File: src/fps_params.svh
`ifndef FPS_PARAMS_SVH
`define FPS_PARAMS_SVH
// ----------------------------------------------------------------------
// register byte offsets
// ----------------------------------------------------------------------
`define FPS_OFF_KEY     6'h00
`define FPS_OFF_PROT0   6'h04
`define FPS_OFF_PROT1   6'h08
`define FPS_OFF_SETUP   6'h0c
`define FPS_OFF_STATUS  6'h10
`define FPS_OFF_SSTART  6'h14
`define FPS_OFF_SEND    6'h18
`define FPS_OFF_SIG     6'h1c
`define FPS_OFF_CMD     6'h20
`define FPS_OFF_WADDR   6'h24
`define FPS_OFF_WDLO    6'h28
`define FPS_OFF_WDHI    6'h2c
// ----------------------------------------------------------------------
// values and fields
// ----------------------------------------------------------------------
`define FPS_USER_KEY    32'hf123f456
`define FPS_PROT_RST    32'hffffffff
`define FPS_PW_OFF      19'h7fff0
`define FPS_CRC_POLY    24'h800063
`define FPS_CRC_INIT    24'hffffff
`define FPS_KSIGN_START 20'h00000
`define FPS_KSIGN_END   20'h01fff
`define FPS_SETUP_RST   32'h00000001
`define FPS_SETUP_DBG   0
`define FPS_ST_BUSY     0
`define FPS_ST_DONE     1
`define FPS_ST_SFAIL    2
`define FPS_ST_ECOR     3
`define FPS_ST_EUNC     4
`define FPS_ST_FKEY     5
`define FPS_ST_FPROT    6
`define FPS_ST_FETCH    7
`endif

File: src/fps_pkg.sv
`default_nettype none
package fps_pkg;
   typedef enum logic [5:0] {
      ST_LD   = 6'h01,
      ST_IDLE = 6'h02,
      ST_SRD  = 6'h04,
      ST_SLO  = 6'h08,
      ST_SHI  = 6'h10,
      ST_OP   = 6'h20
   } fps_state_t;
   typedef enum logic [2:0] {
      CMD_NONE  = 3'h0,
      CMD_SIGN  = 3'h1,
      CMD_WRITE = 3'h2,
      CMD_EPAGE = 3'h3,
      CMD_EMASS = 3'h4
   } fps_cmd_t;
   typedef enum logic [1:0] {
      OP_READ  = 2'h0,
      OP_WRITE = 2'h1,
      OP_EPAGE = 2'h2,
      OP_EMASS = 2'h3
   } fps_op_t;
endpackage
`default_nettype wire

File: src/fps_top.sv
`timescale 1ns/100ps
`default_nettype none
`include "fps_params.svh"
module fps_top
(
   input  wire logic             i_clk,
   input  wire logic             i_arst_n,
   input  wire logic [5:0]       s_axi_awaddr,
   input  wire logic             s_axi_awvalid,
   output logic                  s_axi_awready,
   input  wire logic [31:0]      s_axi_wdata,
   input  wire logic [3:0]       s_axi_wstrb,
   input  wire logic             s_axi_wvalid,
   output logic                  s_axi_wready,
   output logic [1:0]            s_axi_bresp,
   output logic                  s_axi_bvalid,
   input  wire logic             s_axi_bready,
   input  wire logic [5:0]       s_axi_araddr,
   input  wire logic             s_axi_arvalid,
   output logic                  s_axi_arready,
   output logic [31:0]           s_axi_rdata,
   output logic [1:0]            s_axi_rresp,
   output logic                  s_axi_rvalid,
   input  wire logic             s_axi_rready,
   output logic                  o_fl_req,
   output fps_pkg::fps_op_t      o_fl_op,
   output logic [19:0]           o_fl_addr,
   output logic [63:0]           o_fl_wdata,
   input  wire logic             i_fl_ack,
   input  wire logic [63:0]      i_fl_rdata,
   input  wire logic             i_fl_ecc_corr,
   input  wire logic             i_fl_ecc_uncorr,
   output logic [1:0]            o_blk_stall,
   output logic                  o_fetch_err,
   input  wire logic             i_dbg_wr,
   input  wire logic [31:0]      i_dbg_rdata,
   output logic                  o_dbg_wr_en,
   output logic [31:0]           o_dbg_rdata
);
   import fps_pkg::*;

   // ------------------------------------------------------------------
   // reset release
   // ------------------------------------------------------------------
   logic [1:0] rst_sync_q;
   logic       rst_n;
   always_ff @(posedge i_clk or negedge i_arst_n)
      if (!i_arst_n)
         rst_sync_q <= 2'h0;
      else
         rst_sync_q <= {rst_sync_q[0], 1'b1};
   assign rst_n = rst_sync_q[1];

   // ------------------------------------------------------------------
   // crc step over one 32-bit half, bit 31 first
   // ------------------------------------------------------------------
   function automatic logic [23:0] crc_step(input logic [23:0] c,
                                            input logic [31:0] d);
      logic [23:0] r;
      logic        fb;
      r = c;
      for (int i = 31; i >= 0; i--)
      begin
         fb = r[23] ^ d[i];
         r  = {r[22:0], 1'b0} ^ (fb ? `FPS_CRC_POLY : 24'h000000);
      end
      return r;
   endfunction

   // ------------------------------------------------------------------
   // state
   // ------------------------------------------------------------------
   fps_state_t  st_q;
   logic        ld_blk_q, por_q, key_ok_q;
   logic        ecc_c_q, ecc_u_q;
   logic [1:0]  prog_q;
   logic [31:0] prot_q [2];
   logic [31:0] setup_q, sstart_q, send_q, waddr_q, status_q;
   logic [63:0] wdat_q, data_q;
   logic [23:0] crc_q, sig_q, crc_lo;
   logic [19:0] cur_q, last_q;
   logic        aw_ok_q, w_ok_q;
   logic [5:0]  wa_q;
   logic [31:0] wd_q;
   logic [3:0]  ws_q;

   // ------------------------------------------------------------------
   // bus write and command decode
   // ------------------------------------------------------------------
   logic       wr_fire, cmd_go, sgn, last_loc, fl_done, sign_end;
   logic       tgt_blk, grp_prot, is_pw, f_key, f_prot;
   logic [2:0] cmd_w;
   assign wr_fire  = aw_ok_q & w_ok_q & ~s_axi_bvalid & (ws_q == 4'hf);
   assign cmd_w    = wd_q[2:0];
   assign cmd_go   = wr_fire & (wa_q == `FPS_OFF_CMD) & (st_q == ST_IDLE)
                     & (cmd_w != CMD_NONE);
   assign tgt_blk  = waddr_q[19];
   assign grp_prot = ~prot_q[tgt_blk][waddr_q[18:14]];
   assign is_pw    = waddr_q[18:3] == `FPS_PW_OFF >> 3;
   assign f_key    = ~key_ok_q;
   always_comb
   begin
      case (cmd_w)
         CMD_WRITE: f_prot = grp_prot | (is_pw & prog_q[tgt_blk]);
         CMD_EPAGE: f_prot = grp_prot;
         default:   f_prot = 1'b0;
      endcase
   end
   assign sgn      = (st_q == ST_SRD) | (st_q == ST_SLO) | (st_q == ST_SHI);
   assign last_loc = cur_q[19:3] == last_q[19:3];
   assign fl_done  = o_fl_req & i_fl_ack;
   assign sign_end = (st_q == ST_SLO) & last_loc;
   assign crc_lo   = crc_step(crc_q, data_q[31:0]);

   // ------------------------------------------------------------------
   // axi4-lite write channel; aw and w accepted in either order
   // ------------------------------------------------------------------
   always_ff @(posedge i_clk or negedge rst_n)
      if (!rst_n)
      begin
         aw_ok_q      <= 1'b0;
         w_ok_q       <= 1'b0;
         wa_q         <= 6'h00;
         wd_q         <= 32'h00000000;
         ws_q         <= 4'h0;
         s_axi_bvalid <= 1'b0;
         s_axi_bresp  <= 2'h0;
      end
      else
      begin
         if (s_axi_awvalid & s_axi_awready)
         begin
            aw_ok_q <= 1'b1;
            wa_q    <= {s_axi_awaddr[5:2], 2'h0};
         end
         if (s_axi_wvalid & s_axi_wready)
         begin
            w_ok_q <= 1'b1;
            wd_q   <= s_axi_wdata;
            ws_q   <= s_axi_wstrb;
         end
         if (aw_ok_q & w_ok_q & ~s_axi_bvalid)
         begin
            s_axi_bvalid <= 1'b1;
            s_axi_bresp  <= (wa_q > `FPS_OFF_WDHI) ? 2'h2 : 2'h0;
         end
         if (s_axi_bvalid & s_axi_bready)
         begin
            s_axi_bvalid <= 1'b0;
            aw_ok_q      <= 1'b0;
            w_ok_q       <= 1'b0;
         end
      end
   assign s_axi_awready = ~aw_ok_q;
   assign s_axi_wready  = ~w_ok_q;

   // ------------------------------------------------------------------
   // axi4-lite read channel
   // ------------------------------------------------------------------
   always_ff @(posedge i_clk or negedge rst_n)
      if (!rst_n)
      begin
         s_axi_rvalid <= 1'b0;
         s_axi_rdata  <= 32'h00000000;
         s_axi_rresp  <= 2'h0;
      end
      else if (s_axi_rvalid)
      begin
         if (s_axi_rready)
            s_axi_rvalid <= 1'b0;
      end
      else if (s_axi_arvalid)
      begin
         s_axi_rvalid <= 1'b1;
         s_axi_rresp  <= 2'h0;
         case ({s_axi_araddr[5:2], 2'h0})
            `FPS_OFF_KEY:    s_axi_rdata <= {31'h0, key_ok_q};
            `FPS_OFF_PROT0:  s_axi_rdata <= prot_q[0];
            `FPS_OFF_PROT1:  s_axi_rdata <= prot_q[1];
            `FPS_OFF_SETUP:  s_axi_rdata <= setup_q;
            `FPS_OFF_STATUS: s_axi_rdata <= status_q;
            `FPS_OFF_SSTART: s_axi_rdata <= sstart_q;
            `FPS_OFF_SEND:   s_axi_rdata <= send_q;
            `FPS_OFF_SIG:    s_axi_rdata <= {8'h00, sig_q};
            `FPS_OFF_CMD:    s_axi_rdata <= 32'h00000000;
            `FPS_OFF_WADDR:  s_axi_rdata <= waddr_q;
            `FPS_OFF_WDLO:   s_axi_rdata <= wdat_q[31:0];
            `FPS_OFF_WDHI:   s_axi_rdata <= wdat_q[63:32];
            default:
            begin
               s_axi_rdata <= 32'h00000000;
               s_axi_rresp <= 2'h2;
            end
         endcase
      end
   assign s_axi_arready = ~s_axi_rvalid;

   // ------------------------------------------------------------------
   // plain registers and user key
   // ------------------------------------------------------------------
   always_ff @(posedge i_clk or negedge rst_n)
      if (!rst_n)
      begin
         setup_q  <= `FPS_SETUP_RST;
         sstart_q <= 32'h00000000;
         send_q   <= 32'h00000000;
         waddr_q  <= 32'h00000000;
         wdat_q   <= 64'h0;
         key_ok_q <= 1'b0;
      end
      else if (wr_fire)
         case (wa_q)
            `FPS_OFF_KEY:    key_ok_q <= wd_q == `FPS_USER_KEY;
            `FPS_OFF_PROT0,
            `FPS_OFF_PROT1,
            `FPS_OFF_CMD:    key_ok_q <= 1'b0;
            `FPS_OFF_SETUP:  setup_q  <= wd_q;
            `FPS_OFF_SSTART: sstart_q <= wd_q;
            `FPS_OFF_SEND:   send_q   <= wd_q;
            `FPS_OFF_WADDR:  waddr_q  <= wd_q;
            `FPS_OFF_WDLO:   wdat_q[31:0]  <= wd_q;
            `FPS_OFF_WDHI:   wdat_q[63:32] <= wd_q;
            default:         key_ok_q <= key_ok_q;
         endcase

   // ------------------------------------------------------------------
   // protection copies; only a reset reloads them
   // ------------------------------------------------------------------
   always_ff @(posedge i_clk or negedge rst_n)
      if (!rst_n)
      begin
         prot_q[0] <= `FPS_PROT_RST;
         prot_q[1] <= `FPS_PROT_RST;
         prog_q    <= 2'h0;
      end
      else if (st_q == ST_LD && fl_done)
      begin
         prot_q[ld_blk_q] <= i_fl_rdata[31:0];
         prog_q[ld_blk_q] <= i_fl_rdata[31:0] != `FPS_PROT_RST;
      end
      else if (wr_fire && key_ok_q && (wa_q == `FPS_OFF_PROT0 ||
               wa_q == `FPS_OFF_PROT1))
      begin
         if (!prog_q[wa_q[3]])
            prot_q[wa_q[3]] <= wd_q;
      end
      else if (st_q == ST_OP && fl_done)
      begin
         // erase frees the word but leaves the live copy
         if (o_fl_op == OP_EMASS ||
             (o_fl_op == OP_EPAGE && &o_fl_addr[18:13]))
            prog_q[o_fl_addr[19]] <= 1'b0;
         else if (o_fl_op == OP_WRITE &&
                  o_fl_addr[18:3] == `FPS_PW_OFF >> 3)
            prog_q[o_fl_addr[19]] <= 1'b1;
      end

   // ------------------------------------------------------------------
   // sequencer: load, sign, flash commands
   // ------------------------------------------------------------------
   always_ff @(posedge i_clk or negedge rst_n)
      if (!rst_n)
      begin
         st_q     <= ST_LD;
         ld_blk_q <= 1'b0;
         por_q    <= 1'b0;
         o_fl_req <= 1'b0;
         o_fl_op  <= OP_READ;
         o_fl_addr <= 20'h00000;
         o_fl_wdata <= 64'h0;
         cur_q    <= 20'h00000;
         last_q   <= 20'h00000;
         data_q   <= 64'h0;
         crc_q    <= `FPS_CRC_INIT;
         sig_q    <= 24'h000000;
         ecc_c_q  <= 1'b0;
         ecc_u_q  <= 1'b0;
      end
      else
         case (st_q)
            ST_LD:
            begin
               o_fl_req  <= ~fl_done;
               o_fl_op   <= OP_READ;
               o_fl_addr <= {ld_blk_q, `FPS_PW_OFF};
               if (fl_done)
               begin
                  ld_blk_q <= 1'b1;
                  if (ld_blk_q)
                  begin
                     cur_q  <= `FPS_KSIGN_START;
                     last_q <= `FPS_KSIGN_END;
                     por_q  <= 1'b1;
                     crc_q  <= `FPS_CRC_INIT;
                     st_q   <= ST_SRD;
                  end
               end
            end
            ST_IDLE:
               if (cmd_go && !f_key && !f_prot)
               begin
                  por_q      <= 1'b0;
                  o_fl_addr  <= waddr_q[19:0];
                  o_fl_wdata <= wdat_q;
                  ecc_c_q    <= 1'b0;
                  ecc_u_q    <= 1'b0;
                  crc_q      <= `FPS_CRC_INIT;
                  cur_q      <= {sstart_q[19:10], 10'h000};
                  last_q     <= {send_q[19:10], 10'h3ff};
                  case (cmd_w)
                     CMD_SIGN:  st_q <= ST_SRD;
                     CMD_WRITE: o_fl_op <= OP_WRITE;
                     CMD_EPAGE: o_fl_op <= OP_EPAGE;
                     default:   o_fl_op <= OP_EMASS;
                  endcase
                  if (cmd_w != CMD_SIGN)
                  begin
                     o_fl_req <= 1'b1;
                     st_q     <= ST_OP;
                  end
               end
            ST_SRD:
            begin
               o_fl_req  <= ~fl_done;
               o_fl_op   <= OP_READ;
               o_fl_addr <= cur_q;
               if (fl_done)
               begin
                  data_q  <= i_fl_rdata;
                  ecc_c_q <= ecc_c_q | i_fl_ecc_corr;
                  ecc_u_q <= ecc_u_q | i_fl_ecc_uncorr;
                  st_q    <= ST_SLO;
               end
            end
            ST_SLO:
            begin
               crc_q <= crc_lo;
               if (last_loc)
               begin
                  // upper word of the last location is the expectation
                  sig_q  <= crc_lo;
                  st_q   <= ST_IDLE;
               end
               else
                  st_q <= ST_SHI;
            end
            ST_SHI:
            begin
               crc_q <= crc_step(crc_q, data_q[63:32]);
               cur_q <= cur_q + 20'h00008;
               st_q  <= ST_SRD;
            end
            ST_OP:
               if (fl_done)
               begin
                  o_fl_req <= 1'b0;
                  st_q     <= ST_IDLE;
               end
            default: st_q <= ST_IDLE;
         endcase

   // ------------------------------------------------------------------
   // status; hardware set wins over software clear (write one)
   // ------------------------------------------------------------------
   logic [31:0] st_set, st_clr;
   always_comb
   begin
      st_set = 32'h00000000;
      st_set[`FPS_ST_DONE]  = sign_end | (st_q == ST_OP & fl_done);
      st_set[`FPS_ST_SFAIL] = sign_end & (crc_lo != data_q[55:32]);
      st_set[`FPS_ST_ECOR]  = sign_end & ecc_c_q;
      st_set[`FPS_ST_EUNC]  = sign_end & ecc_u_q;
      st_set[`FPS_ST_FKEY]  = cmd_go & f_key;
      st_set[`FPS_ST_FPROT] = cmd_go & ~f_key & f_prot;
      st_clr = (wr_fire && wa_q == `FPS_OFF_STATUS) ? wd_q : 32'h0;
   end
   always_ff @(posedge i_clk or negedge rst_n)
      if (!rst_n)
         status_q <= 32'h00000000;
      else
      begin
         status_q <= (status_q & ~st_clr & 32'h0000007e) | st_set;
         status_q[`FPS_ST_BUSY]  <= (st_q != ST_IDLE) & ~sign_end
                                    & ~(st_q == ST_OP & fl_done);
         status_q[`FPS_ST_FETCH] <= o_fetch_err;
      end

   // ------------------------------------------------------------------
   // stall, fetch fault and debug lock
   // ------------------------------------------------------------------
   always_ff @(posedge i_clk or negedge rst_n)
      if (!rst_n)
      begin
         o_blk_stall <= 2'h0;
         o_fetch_err <= 1'b0;
         o_dbg_wr_en <= 1'b0;
         o_dbg_rdata <= 32'h00000000;
      end
      else
      begin
         o_blk_stall <= {sgn & ~sign_end & cur_q[19],
                         sgn & ~sign_end & ~cur_q[19]};
         if (sign_end & por_q & ecc_u_q)
            o_fetch_err <= 1'b1;
         o_dbg_wr_en <= i_dbg_wr & setup_q[`FPS_SETUP_DBG];
         o_dbg_rdata <= setup_q[`FPS_SETUP_DBG] ? i_dbg_rdata : 32'h0;
      end
endmodule
`default_nettype wire

File: config.mk
export PLATFORM = sky130hd
export DESIGN_NAME = fps_top
export DESIGN_NICKNAME = d
export VERILOG_FILES = /design/src/fps_pkg.sv /design/src/fps_top.sv
export VERILOG_INCLUDE_DIRS = /design/src /design/src/src
export SDC_FILE = /design/constraint.sdc
export NUM_CORES = 1
export LEC_CHECK = 0
export BUFFER_PORTS_ARGS = -buffer_cell sky130_fd_sc_hd__buf_4
export CORE_ASPECT_RATIO = 1.75
export CORE_UTILIZATION = 45
export CTS_CLUSTER_SIZE = 20
export DETAILED_ROUTE_END_ITERATION = 6
export HOLD_SLACK_MARGIN = 0.15
export PLACE_DENSITY_LB_ADDON = 0.15
export SLEW_MARGIN = 25
export SYNTH_ARGS = -nofsm -noshare
export SYNTH_HDL_FRONTEND = slang
export SYNTH_SLANG_ARGS = --single-unit
File: constraint.sdc
create_clock -name i_clk -period 48.7 [get_ports i_clk]
set_input_delay 4.87 -clock i_clk [delete_from_list [all_inputs] [get_ports i_clk]]
set_output_delay 4.87 -clock i_clk [all_outputs]
set_load 0.03 [all_outputs]
==> flow_summary.yaml, run 1 <==
worst_setup_path:
  arrival_ns: 7.28
  cp_slowest_cell: "a221oi_1"
  rr_worst_depth: 10
  worst_ep_required_time_ns: 49.23
  path_cells: "buf_4, nand2b_1, nor2_2, buf_4, a22o_1, a221oi_1, nand3_1, a22o_1"
  critical_path_class: "in -> reg"
  cp_max_fo: 17
  slowest_delay_ns: 0.68
  critPathCaptureType: "flop"
  startpoint_type: "input pin"
run_status:
  status: "finished with violations"
  violations: "DRC"
sta:
  clock.fmax_mhz: 148
  final.hold.worst_slack_ns: 0.370
  hold_viol_final: 0
  relSlewSlack_pct: 31.1
  fin_crit_sh_pct: 13.9
  skew_ns: 0.0189
  period_needed_ns: 6.75
  rsz0062_at_grt: "no"
  slew_violations: 0
  setup_viol: 0
  fin_tns_setup_ns: 0
  tightestPinTransition_ns: 1.02
cells_and_area:
  utilization_pct: 54.0
  drive_above_1_share_pct: 36.1
  finalNetCount: 2737
  instances_no_fill: 3430
  area_delta_synth_final_pct: 18.2
  post-route-cell-area_um2: 33800
  final_common_cell: "dfrtp_1"
  final_cell_mix: "529 x dfrtp_1, 360 x mux2_2, 357 x buf_4, 160 x a22oi_1, 134 x nand2_1"
cts:
  ctsHoldBuffers: 0
  clk_path_buf_depth: 3
  cts-root-buf: "clkbuf_16"
  cts_buffers: 58
  clkTransAtPathRegs_ns: 0.06
  cts_setup_buffers: 0
  htreeDepth: 2
  cts_tree: "done"
  ctsResizeCount: 0
  cts_sinks: 620
  clk_latency_ns: 0.64
floorplanning:
  die-width_um: 193
  initial_core_util_pct: 45.7
  pin_count: 319
  rows: 121
  coreArea_um2: 62500
  dieArea_um2: 64600
  die_y_um: 335
yosys:
  synth_top_cell_by_area: "dfrtp_1"
  syn_inst: 2328
  ys_types: 64
  syn_area_per_cell_um2: 12.3
  synth_seq_area_share_pct: 54.7
  yosys_warnings: 0
  ys_ff_latch: 620
  async_flop_share_pct: 100
  syn_area_um2: 28600
  synthFlopType: "dfrtp_1"
  synth_top_area_share_pct: 46.4
  netlist_top_cells_area: "dfrtp_1 46%, mux2_2 14%, dfstp_2 8.3%"
  synth_edf_count: 0
global_routing:
  use_met2_pct: 49.6
  grt.overflow.total: 0
  track_usage_pct: 30.3
  grt_max_degree: 175
  antenna_found_initial: 2
  grt_pass1_vias: 21500
  grt_util_met3_pct: 5.20
  use_met1_pct: 37.4
  grt_pass1_wl_um: 143000
  busiest_layer: "met2"
power:
  power_density_nw_per_um2: 51.6
  p_leak_uw: 0.0156
  ir_drop_uv: 46.2
routing:
  antenna_left: 0
  post_drt_via_cell_ratio: 6.13
  avgRoutedWirePerCell_um: 28.1
  drtPass1Iterations: 7
  vias: 21000
  initialDrtViolationCount: 1871
  drc: 160
  drt_wl_total_um: 96500
run:
  maxCapViolations: 0
place:
  dp.cells: 3319
  numPortBuffers: 312
  hpwl_um: 68500
  placement.cell_area_um2: 31700
  place.gp.congestion: 0.944
hold_path:
  whs_path_depth: 0
  hold_class: "reg -> reg"
## kinds of logic after synthesis
group                    synth area share [%]
AO/OA/AOI/OAI                            12.8
XOR/XNOR                                 6.65
adder cells (fa/ha/maj)                0.0438
buffers and inverters                    2.70
flip-flops                               54.7
multiplexers                             16.1
other                                  0.0263
AND/OR/NAND/NOR                          7.05
## final timing paths
path | startpoint | end | slack [ns]
setup reg to reg | waddr_q[19]$_DFFE_PN0P_ | crc_q[17]$_DFFE_PN1P_ | 44.78
max in group asynchronous | i_arst_n | rst_sync_q[1]$_DFF_PN0_ | 44.60
hold reg to reg | rst_sync_q[0]$_DFF_PN0_ | rst_sync_q[1]$_DFF_PN0_ | 0.37
min in group asynchronous | rst_sync_q[1]$_DFF_PN0_ | ws_q[1]$_DFFE_PN0P_ | 0.38
setup / recovery | s_axi_araddr[4] | s_axi_rdata[9]$_DFFE_PN0P_ | 41.95
hold / removal | rst_sync_q[0]$_DFF_PN0_ | rst_sync_q[1]$_DFF_PN0_ | 0.37
## sequential cells by signal, summed over array words and instances, names as in the netlist, 20 cells and up, named ones only
| register | flops |
|---|---|
| o_fl_wdata | 64 |
| data_q | 64 |
| waddr_q | 32 |
| sstart_q | 32 |
| o_fl_addr | 20 |
| o_dbg_rdata | 32 |
| crc_q | 24 |
| setup_q | 32 |
| sig_q | 24 |
| s_axi_rdata | 32 |
| send_q | 32 |
| wdat_q | 64 |
| wd_q | 32 |
| prot_q | 64 |
## power breakdown
group / switching (uW) / total (uW) / leakage (uW) / internal [uW]
clock network: 202 / 479 / 0.000964 / 277
registers: 133 / 748 / 0.00817 / 615
logic: 287 / 515 / 0.00647 / 228
## Yosys cell counts, types with 6 or more instances
cell      number
clkbuf_1     124
buf_4         13
and2_1        35
nor4_1        16
and3_1         8
a22oi_1      160
a221oi_1      18
buf_2         14
a22o_1        73
nor3_1        17
mux4_2        18
nand3_1       31
nand3b_1       6
o21ai_0      114
xnor2_1      133
mux2_2       360
nand2_1      134
mux2i_1       13
a222oi_1      16
xnor3_1       14
nand4_1       34
inv_1         17
dfstp_2       90
o21a_1         9
xor2_1        39
buf_1         20
dfrtp_1      530
a21oi_1       61
nor2_1        96
a31oi_1       19
o22a_1        13
## worst max-delay path: cells and delay by family
family                 cells  cell delay, ns
buffers and inverters      2            0.44
AND/OR/NAND/NOR            3            0.72
AO/OA/AOI/OAI              3            1.24
## stage by stage
stage,total power (uW),setup slack (ns)
floorplan,1050,30.30
global placement,1250,41.11
detailed placement,1260,41.05
CTS,1750,41.73
global route,1810,41.88
finish,1740,41.95
## routing by layer
layer	part of all wire, %	vias to the layer above
met5	0	-
met1	38	10700
li1	-	9057
met3	7.3	244
met2	49	1024
met4	6.2	0
## cell type report
| type | instances | area [um^2] |
|---|---|---|
| diodes | 1 | 2.50 |
| clock buffers | 97 | 1760 |
| clock inverters | 12 | 226 |
| fillers | 5455 | 28700 |
| inverters | 17 | 63.8 |
| multi-input cells | 1521 | 12300 |
| flip-flops and latches | 620 | 15600 |
| well taps | 799 | 1000 |
| repair buffers | 363 | 2780 |
No activity file was read; power rests on OpenSTA's default activity.
==> run 2, diff against run 1 <==
==> constraint.sdc (replaced) <==
create_clock -name i_clk -period 6.1 [get_ports i_clk]
set_input_delay 0.61 -clock i_clk [delete_from_list [all_inputs] [get_ports i_clk]]
set_output_delay 0.61 -clock i_clk [all_outputs]
set_load 0.03 [all_outputs]
==> run 2 against run 1 <==
  * The run still ends with DRC left
  * Setup slack got worse by 40 ns
  * Flip-flop and latch count did not move
  * Clock power rose to 7.8 times the previous value
  * Via count rose by 0.99%
  * Combinational power rose to 7.8 times the previous value
==> flow_summary.yaml, run 2 (synthesis results as in run 1) <==
run_status:
  status: "finished with violations"
  violations: "DRC"
power:
  p_int_uw: 8840
  ir_drop_uv: 566
  netSwitchingFraction_pct: 35.9
  power_density_nw_per_um2: 409
  clkPwrFrac_pct: 27.2
  p_leak_uw: 0.0156
  power_uw: 13800
  p_sw_uw: 4960
  combPwrFrac_pct: 29.0
  p_seq_share_pct: 43.8
floorplanning:
  die-width_um: 193
  coreArea_um2: 62500
  die_y_um: 335
  initial_core_util_pct: 45.7
  dieArea_um2: 64600
  rows: 121
  pin_count: 319
worst_setup_path:
  cp_slowest_cell: "buf_4"
  path_cells: "buf_4, mux4_2, mux2i_1, mux4_2, mux2i_1, a21oi_2, nor2_4, buf_4, mux2_2"
  startpoint_type: "flop"
  critical_path_class: "reg -> reg"
  r2r_end: "o_fl_wdata[57]$_DFFE_PN0P_"
  arrival_ns: 4.62
  worst_ep_required_time_ns: 6.61
  endpoint: "o_fl_wdata[57]$_DFFE_PN0P_"
  slowest_delay_ns: 0.67
  rr_worst_depth: 9
  worst-r2r-setup-slack_ns: 1.99
  critPathCaptureType: "flop"
  cp-startpoint: "waddr_q[19]$_DFFE_PN0P_"
  cp_max_fo: 58
  rr_startpoint: "waddr_q[19]$_DFFE_PN0P_"
routing:
  antenna_left: 0
  post_drt_via_cell_ratio: 6.20
  vias: 21200
  dr_wl_met3_um: 6670
  initialDrtViolationCount: 1722
  top_layer_used: "met5"
  drtPass1Iterations: 7
  avgRoutedWirePerCell_um: 28.2
  routed-wl-met2_um: 46900
  drc: 80
  drt_wl_total_um: 96600
  wl_met1_um: 36900
global_routing:
  grt_pass1_vias: 21900
  track_usage_pct: 30.2
  grt_pass1_wl_um: 143000
  grt_max_degree: 147
  antenna_found_initial: 2
  grt.overflow.total: 0
place:
  placement.cell_area_um2: 31800
  dp.cells: 3319
  numPortBuffers: 312
  place.gp.congestion: 0.955
  hpwl_um: 69100
cts:
  cts_sinks: 620
  cts_setup_buffers: 0
  htreeDepth: 2
  clk_path_buf_depth: 3
  cts_tree: "done"
  cts_buffers: 57
  clkTransAtPathRegs_ns: 0.07
  clk_latency_ns: 0.64
  cts-root-buf: "clkbuf_16"
cells_and_area:
  multi_input_area_um2: 12300
  drive_above_1_share_pct: 36.4
  area_delta_synth_final_pct: 18.1
  utilization_pct: 54.0
  post-route-cell-area_um2: 33800
  antennaDiodeCount: 0
  fill_cells: 5437
  finalNetCount: 2738
  final_cell_mix: "528 x dfrtp_1, 360 x mux2_2, 358 x buf_4, 160 x a22oi_1, 134 x nand2_1"
  final_common_cell: "dfrtp_1"
  instances_no_fill: 3428
  ff_latch_area_um2: 15600
sta:
  period_needed_ns: 4.11
  relSlewSlack_pct: 28.8
  clock.fmax_mhz: 243
  rsz0062_at_grt: "no"
  fin_crit_sh_pct: 67.4
  skew_ns: 0.0365
  fin_tns_setup_ns: 0
  setup_viol: 0
  hold_viol_final: 0
  slew_violations: 0
  tightestPinTransition_ns: 1.06
hold_path:
  hold_class: "in -> reg"
run:
  maxCapViolations: 0
-- run 2: cell count changes in the layout (fill, tap and decap cells not counted), moves of 2 or more --
cell,delta
clkbuf_16,+2
clkbuf_1,-10
buf_12,+2
bufinv_16,-3
nor2_4,+2
dlygate4sd3_1,+3
nor2_2,-2
buf_6,-3
clkinv_2,+8
-- run 2: worst max-delay path, delay by kind of cell, from the launching register on --
| family | cells | cell delay [ns] |
|---|---|---|
| buffers and inverters | 2 | 1.05 |
| flip-flops | 1 | 0.60 |
| multiplexers | 5 | 1.64 |
| AND/OR/NAND/NOR | 1 | 0.32 |
| AO/OA/AOI/OAI | 1 | 0.28 |
-- run 2: what timing repair did --
action | 4_1_cts | 5_1_grt
hold buffers | 3 | 0
gates resized for setup | 0 | 0
hold endpoints to repair | 5 | 0
-- run 2: area by class of cell --
| type | instances | area share [%] |
|---|---|---|
| clock buffers | 89 | 5.25 |
| inverters | 17 | 0.189 |
| clock inverters | 17 | 0.530 |
| flip-flops and latches | 620 | 46.3 |
| repair buffers | 365 | 8.29 |
| well taps | 799 | 2.96 |
| multi-input cells | 1521 | 36.5 |
-- run 2: power groups by stage --
stage	sequential, uW	combinational, uW	clock (uW)
after floorplan	5590	2810	0
after global placement	6040	3920	0
after detailed placement	6090	3980	0
after CTS	6020	4000	3830
after global routing	6120	4230	3970
final	6050	4000	3750
-- run 2: per-stage QoR --
step | worst slack [ns] | hold slack (ns)
detailed placement | 2.04 | 0.338
finish | 1.99 | 0.189
floorplan | 0.142 | 0.314
CTS | 2.04 | 0.154
global route | 1.93 | 0.174
global placement | 1.78 | 0.335
-- run 2: worst min path at each step --
| stage | from | cells past startpoint | to |
|---|---|---|---|
| finish | i_dbg_wr | 2 | o_dbg_wr_en$_DFF_PN0_ |
| global route | i_dbg_rdata[20] | 2 | o_dbg_rdata[20]$_DFF_PN0_ |
| CTS | i_dbg_rdata[25] | 2 | o_dbg_rdata[25]$_DFF_PN0_ |
| detailed placement | rst_sync_q[0]$_DFF_PN0_ | 0 | rst_sync_q[1]$_DFF_PN0_ |
| global placement | rst_sync_q[0]$_DFF_PN0_ | 0 | rst_sync_q[1]$_DFF_PN0_ |
| floorplan | i_arst_n | 0 | rst_sync_q[0]$_DFF_PN0_ |
-- run 2: routing by layer --
layer	vias to the layer above	GRT usage, %
met4	2	17.6
li1	9041	-
met3	272	5.16
met5	-	0
met2	1027	49.4
met1	10900	37.3
==> run 3, diff against run 2 <==
==> constraint.sdc (replaced) <==
create_clock -name i_clk -period 4.2 [get_ports i_clk]
set_input_delay 0.42 -clock i_clk [delete_from_list [all_inputs] [get_ports i_clk]]
set_output_delay 0.42 -clock i_clk [all_outputs]
set_load 0.03 [all_outputs]
==> run 3 against run 2 <==
  * Highest routed layer unchanged
  * The flow still finishes with violations (DRC)
  * Die area stayed put
  * Non-clock buffer count is 182 higher
  * Flip-flop and latch count stayed put
  * Clock-buffer cell count is 11 lower
  * Combinational power is 58% higher
  * Final cell count is 5.4% higher
  * Via count is 2.4% higher
  * Maximum frequency is 14% higher
  * Global-route usage is 0.90 points higher
==> flow_summary.yaml, run 3 (synthesis results as in run 1) <==
run_status:
  status: "finished with violations"
  violations: "DRC"
cts:
  cts-root-buf: "clkbuf_16"
  cts_sinks: 620
  cts_tree: "done"
  clk_latency_ns: 0.65
  htreeDepth: 2
  clk_path_buf_depth: 3
  clkTransAtPathRegs_ns: 0.07
  cts_buffers: 56
cells_and_area:
  fill_cells: 5170
  final_cell_mix: "529 x dfrtp_1, 390 x buf_4, 360 x mux2_2, 160 x a22oi_1, 147 x dlygate4sd3_1"
  area_delta_synth_final_pct: 24.8
  drive_above_1_share_pct: 35.5
  final_common_cell: "dfrtp_1"
  ff_latch_area_um2: 15600
  multi_input_area_um2: 12300
  finalNetCount: 2919
  instances_no_fill: 3613
floorplanning:
  pin_count: 319
  dieArea_um2: 64600
  coreArea_um2: 62500
  rows: 121
  die-width_um: 193
  die_y_um: 335
  initial_core_util_pct: 45.7
power:
  ir_drop_uv: 805
  p_int_uw: 13300
  clkPwrFrac_pct: 27.9
  p_seq_share_pct: 41.5
  power_density_nw_per_um2: 580
  p_leak_uw: 0.0164
  combPwrFrac_pct: 30.6
  p_sw_uw: 7330
  netSwitchingFraction_pct: 35.4
global_routing:
  antenna_found_initial: 4
  grt_max_degree: 97
  busiest_layer: "met2"
  grt_util_met3_pct: 4.45
  grt.overflow.total: 0
  track_usage_pct: 31.1
  use_met1_pct: 38.6
  grt_pass1_vias: 22300
  use_met2_pct: 52.3
  grt_pass1_wl_um: 147000
sta:
  slew_violations: 0
  period_needed_ns: 3.59
  final.hold.worst_slack_ns: 0.197
  clock.fmax_mhz: 278
  hold_viol_final: 0
  relSlewSlack_pct: 25.1
  timing.final.ws_setup_ns: 0.608
  tightestPinTransition_ns: 1.12
  fin_crit_sh_pct: 85.5
  setup_viol: 0
  skew_ns: 0.0188
  rsz0062_at_grt: "no"
place:
  place.gp.congestion: 0.942
  dpl_worst_slack_ns: 0.586
  dp.cells: 3357
  hpwl_um: 70900
  numPortBuffers: 312
worst_setup_path:
  worst_ep_required_time_ns: 4.72
  arrival_ns: 4.11
  slowest_delay_ns: 0.94
  startpoint_type: "flop"
  critPathCaptureType: "flop"
  critical_path_class: "reg -> reg"
  cp_max_fo: 54
  path_cells: "mux4_2, mux2i_1, mux4_2, mux2i_1, a21oi_2, nor2_4, buf_12, mux2_2"
  cp_slowest_cell: "dfrtp_1"
routing:
  post_drt_via_cell_ratio: 6.02
  antenna_left: 0
  vias: 21700
  drtPass1Iterations: 7
  avgRoutedWirePerCell_um: 27.4
  drc: 160
  drt_wl_total_um: 99200
  initialDrtViolationCount: 1945
hold_path:
  hold_class: "in -> reg"
run:
  maxCapViolations: 0
[run 3: cell types whose count changed in the layout (fill, tap and decap cells not counted), moves of 3 or more]
cell,delta
dlygate4sd3_1,+144
clkinvlp_4,+6
buf_12,+6
bufinv_16,+7
buf_4,+32
clkbuf_1,-6
inv_6,+3
clkinv_2,-4
diode_2,+3
clkbuf_16,-4
[run 3: cell type report]
cell class,instances,share of cell area [%]
clock buffer,78,4.58
timing repair buffer,547,12.9
tap,799,2.80
multi-input combinational,1521,34.5
clock inverter,28,1.20
sequential,620,43.8
inverter,17,0.179
antenna,3,0.0210
[run 3: worst max-delay path, delay by kind of cell, from the launching register on]
kind	cells	cell delay, ns
flops	1	0.94
buf+inv	1	0.31
compound gates	1	0.13
simple gates	1	0.26
mux	5	1.76
[run 3: worst paths after layout]
path	startpoint	to	slack [ns]	cells after the start
max in group asynchronous	rst_sync_q[1]$_DFF_PN0_	send_q[21]$_DFFE_PN0P_	2.67	1
min in group asynchronous	rst_sync_q[1]$_DFF_PN0_	st_q[1]$_DFFE_PN0P_	0.42	0
max	waddr_q[14]$_DFFE_PN0P_	o_fl_wdata[60]$_DFFE_PN0P_	0.61	8
min	i_fl_ack	st_q[5]$_DFFE_PN0P_	0.20	3
min reg2reg	rst_sync_q[0]$_DFF_PN0_	rst_sync_q[1]$_DFF_PN0_	0.35	0
max reg2reg	waddr_q[14]$_DFFE_PN0P_	o_fl_wdata[60]$_DFFE_PN0P_	0.61	8
[run 3: power groups by stage]
stage          Sequential, uW  Clock, uW  Combinational (uW)
2_1_floorplan            8110          0                4080
3_3_place_gp             8610          0                6070
5_1_grt                  8690       6070                6720
6_report                 8590       5760                6330
4_1_cts                  8540       5870                6310
3_5_place_dp             8650          0                6160
[run 3: per-stage QoR]
stage | utilization, % | cell area [um^2] | TNS, ns | power (uW)
global placement | 51.4 | 32100 | 0 | 14700
CTS | 57.0 | 35700 | 0 | 20700
floorplan | - | 28600 | -945.69 | 12200
global route | 57.0 | 35700 | 0 | 21500
detailed placement | 51.4 | 32100 | 0 | 14800
finish | 57.1 | 35700 | 0 | 20700
[run 3: timing repair]
action                                  4_1_cts  5_1_grt
gates resized for setup                       0        0
endpoints found under the setup margin        0        0
setup buffers                                 0        0
hold buffers                                147        0
endpoints found under the hold margin       175        0
[run 3: metal layers]
| layer | share of wire [%] | vias up | wire, um |
|---|---|---|---|
| li1 | - | 9425 | - |
| met1 | 38 | 11100 | 38100 |
| met2 | 49 | 1005 | 48900 |
| met3 | 6.6 | 237 | 6550 |
| met4 | 5.6 | 4 | 5590 |
| met5 | 0.031 | - | 31 |
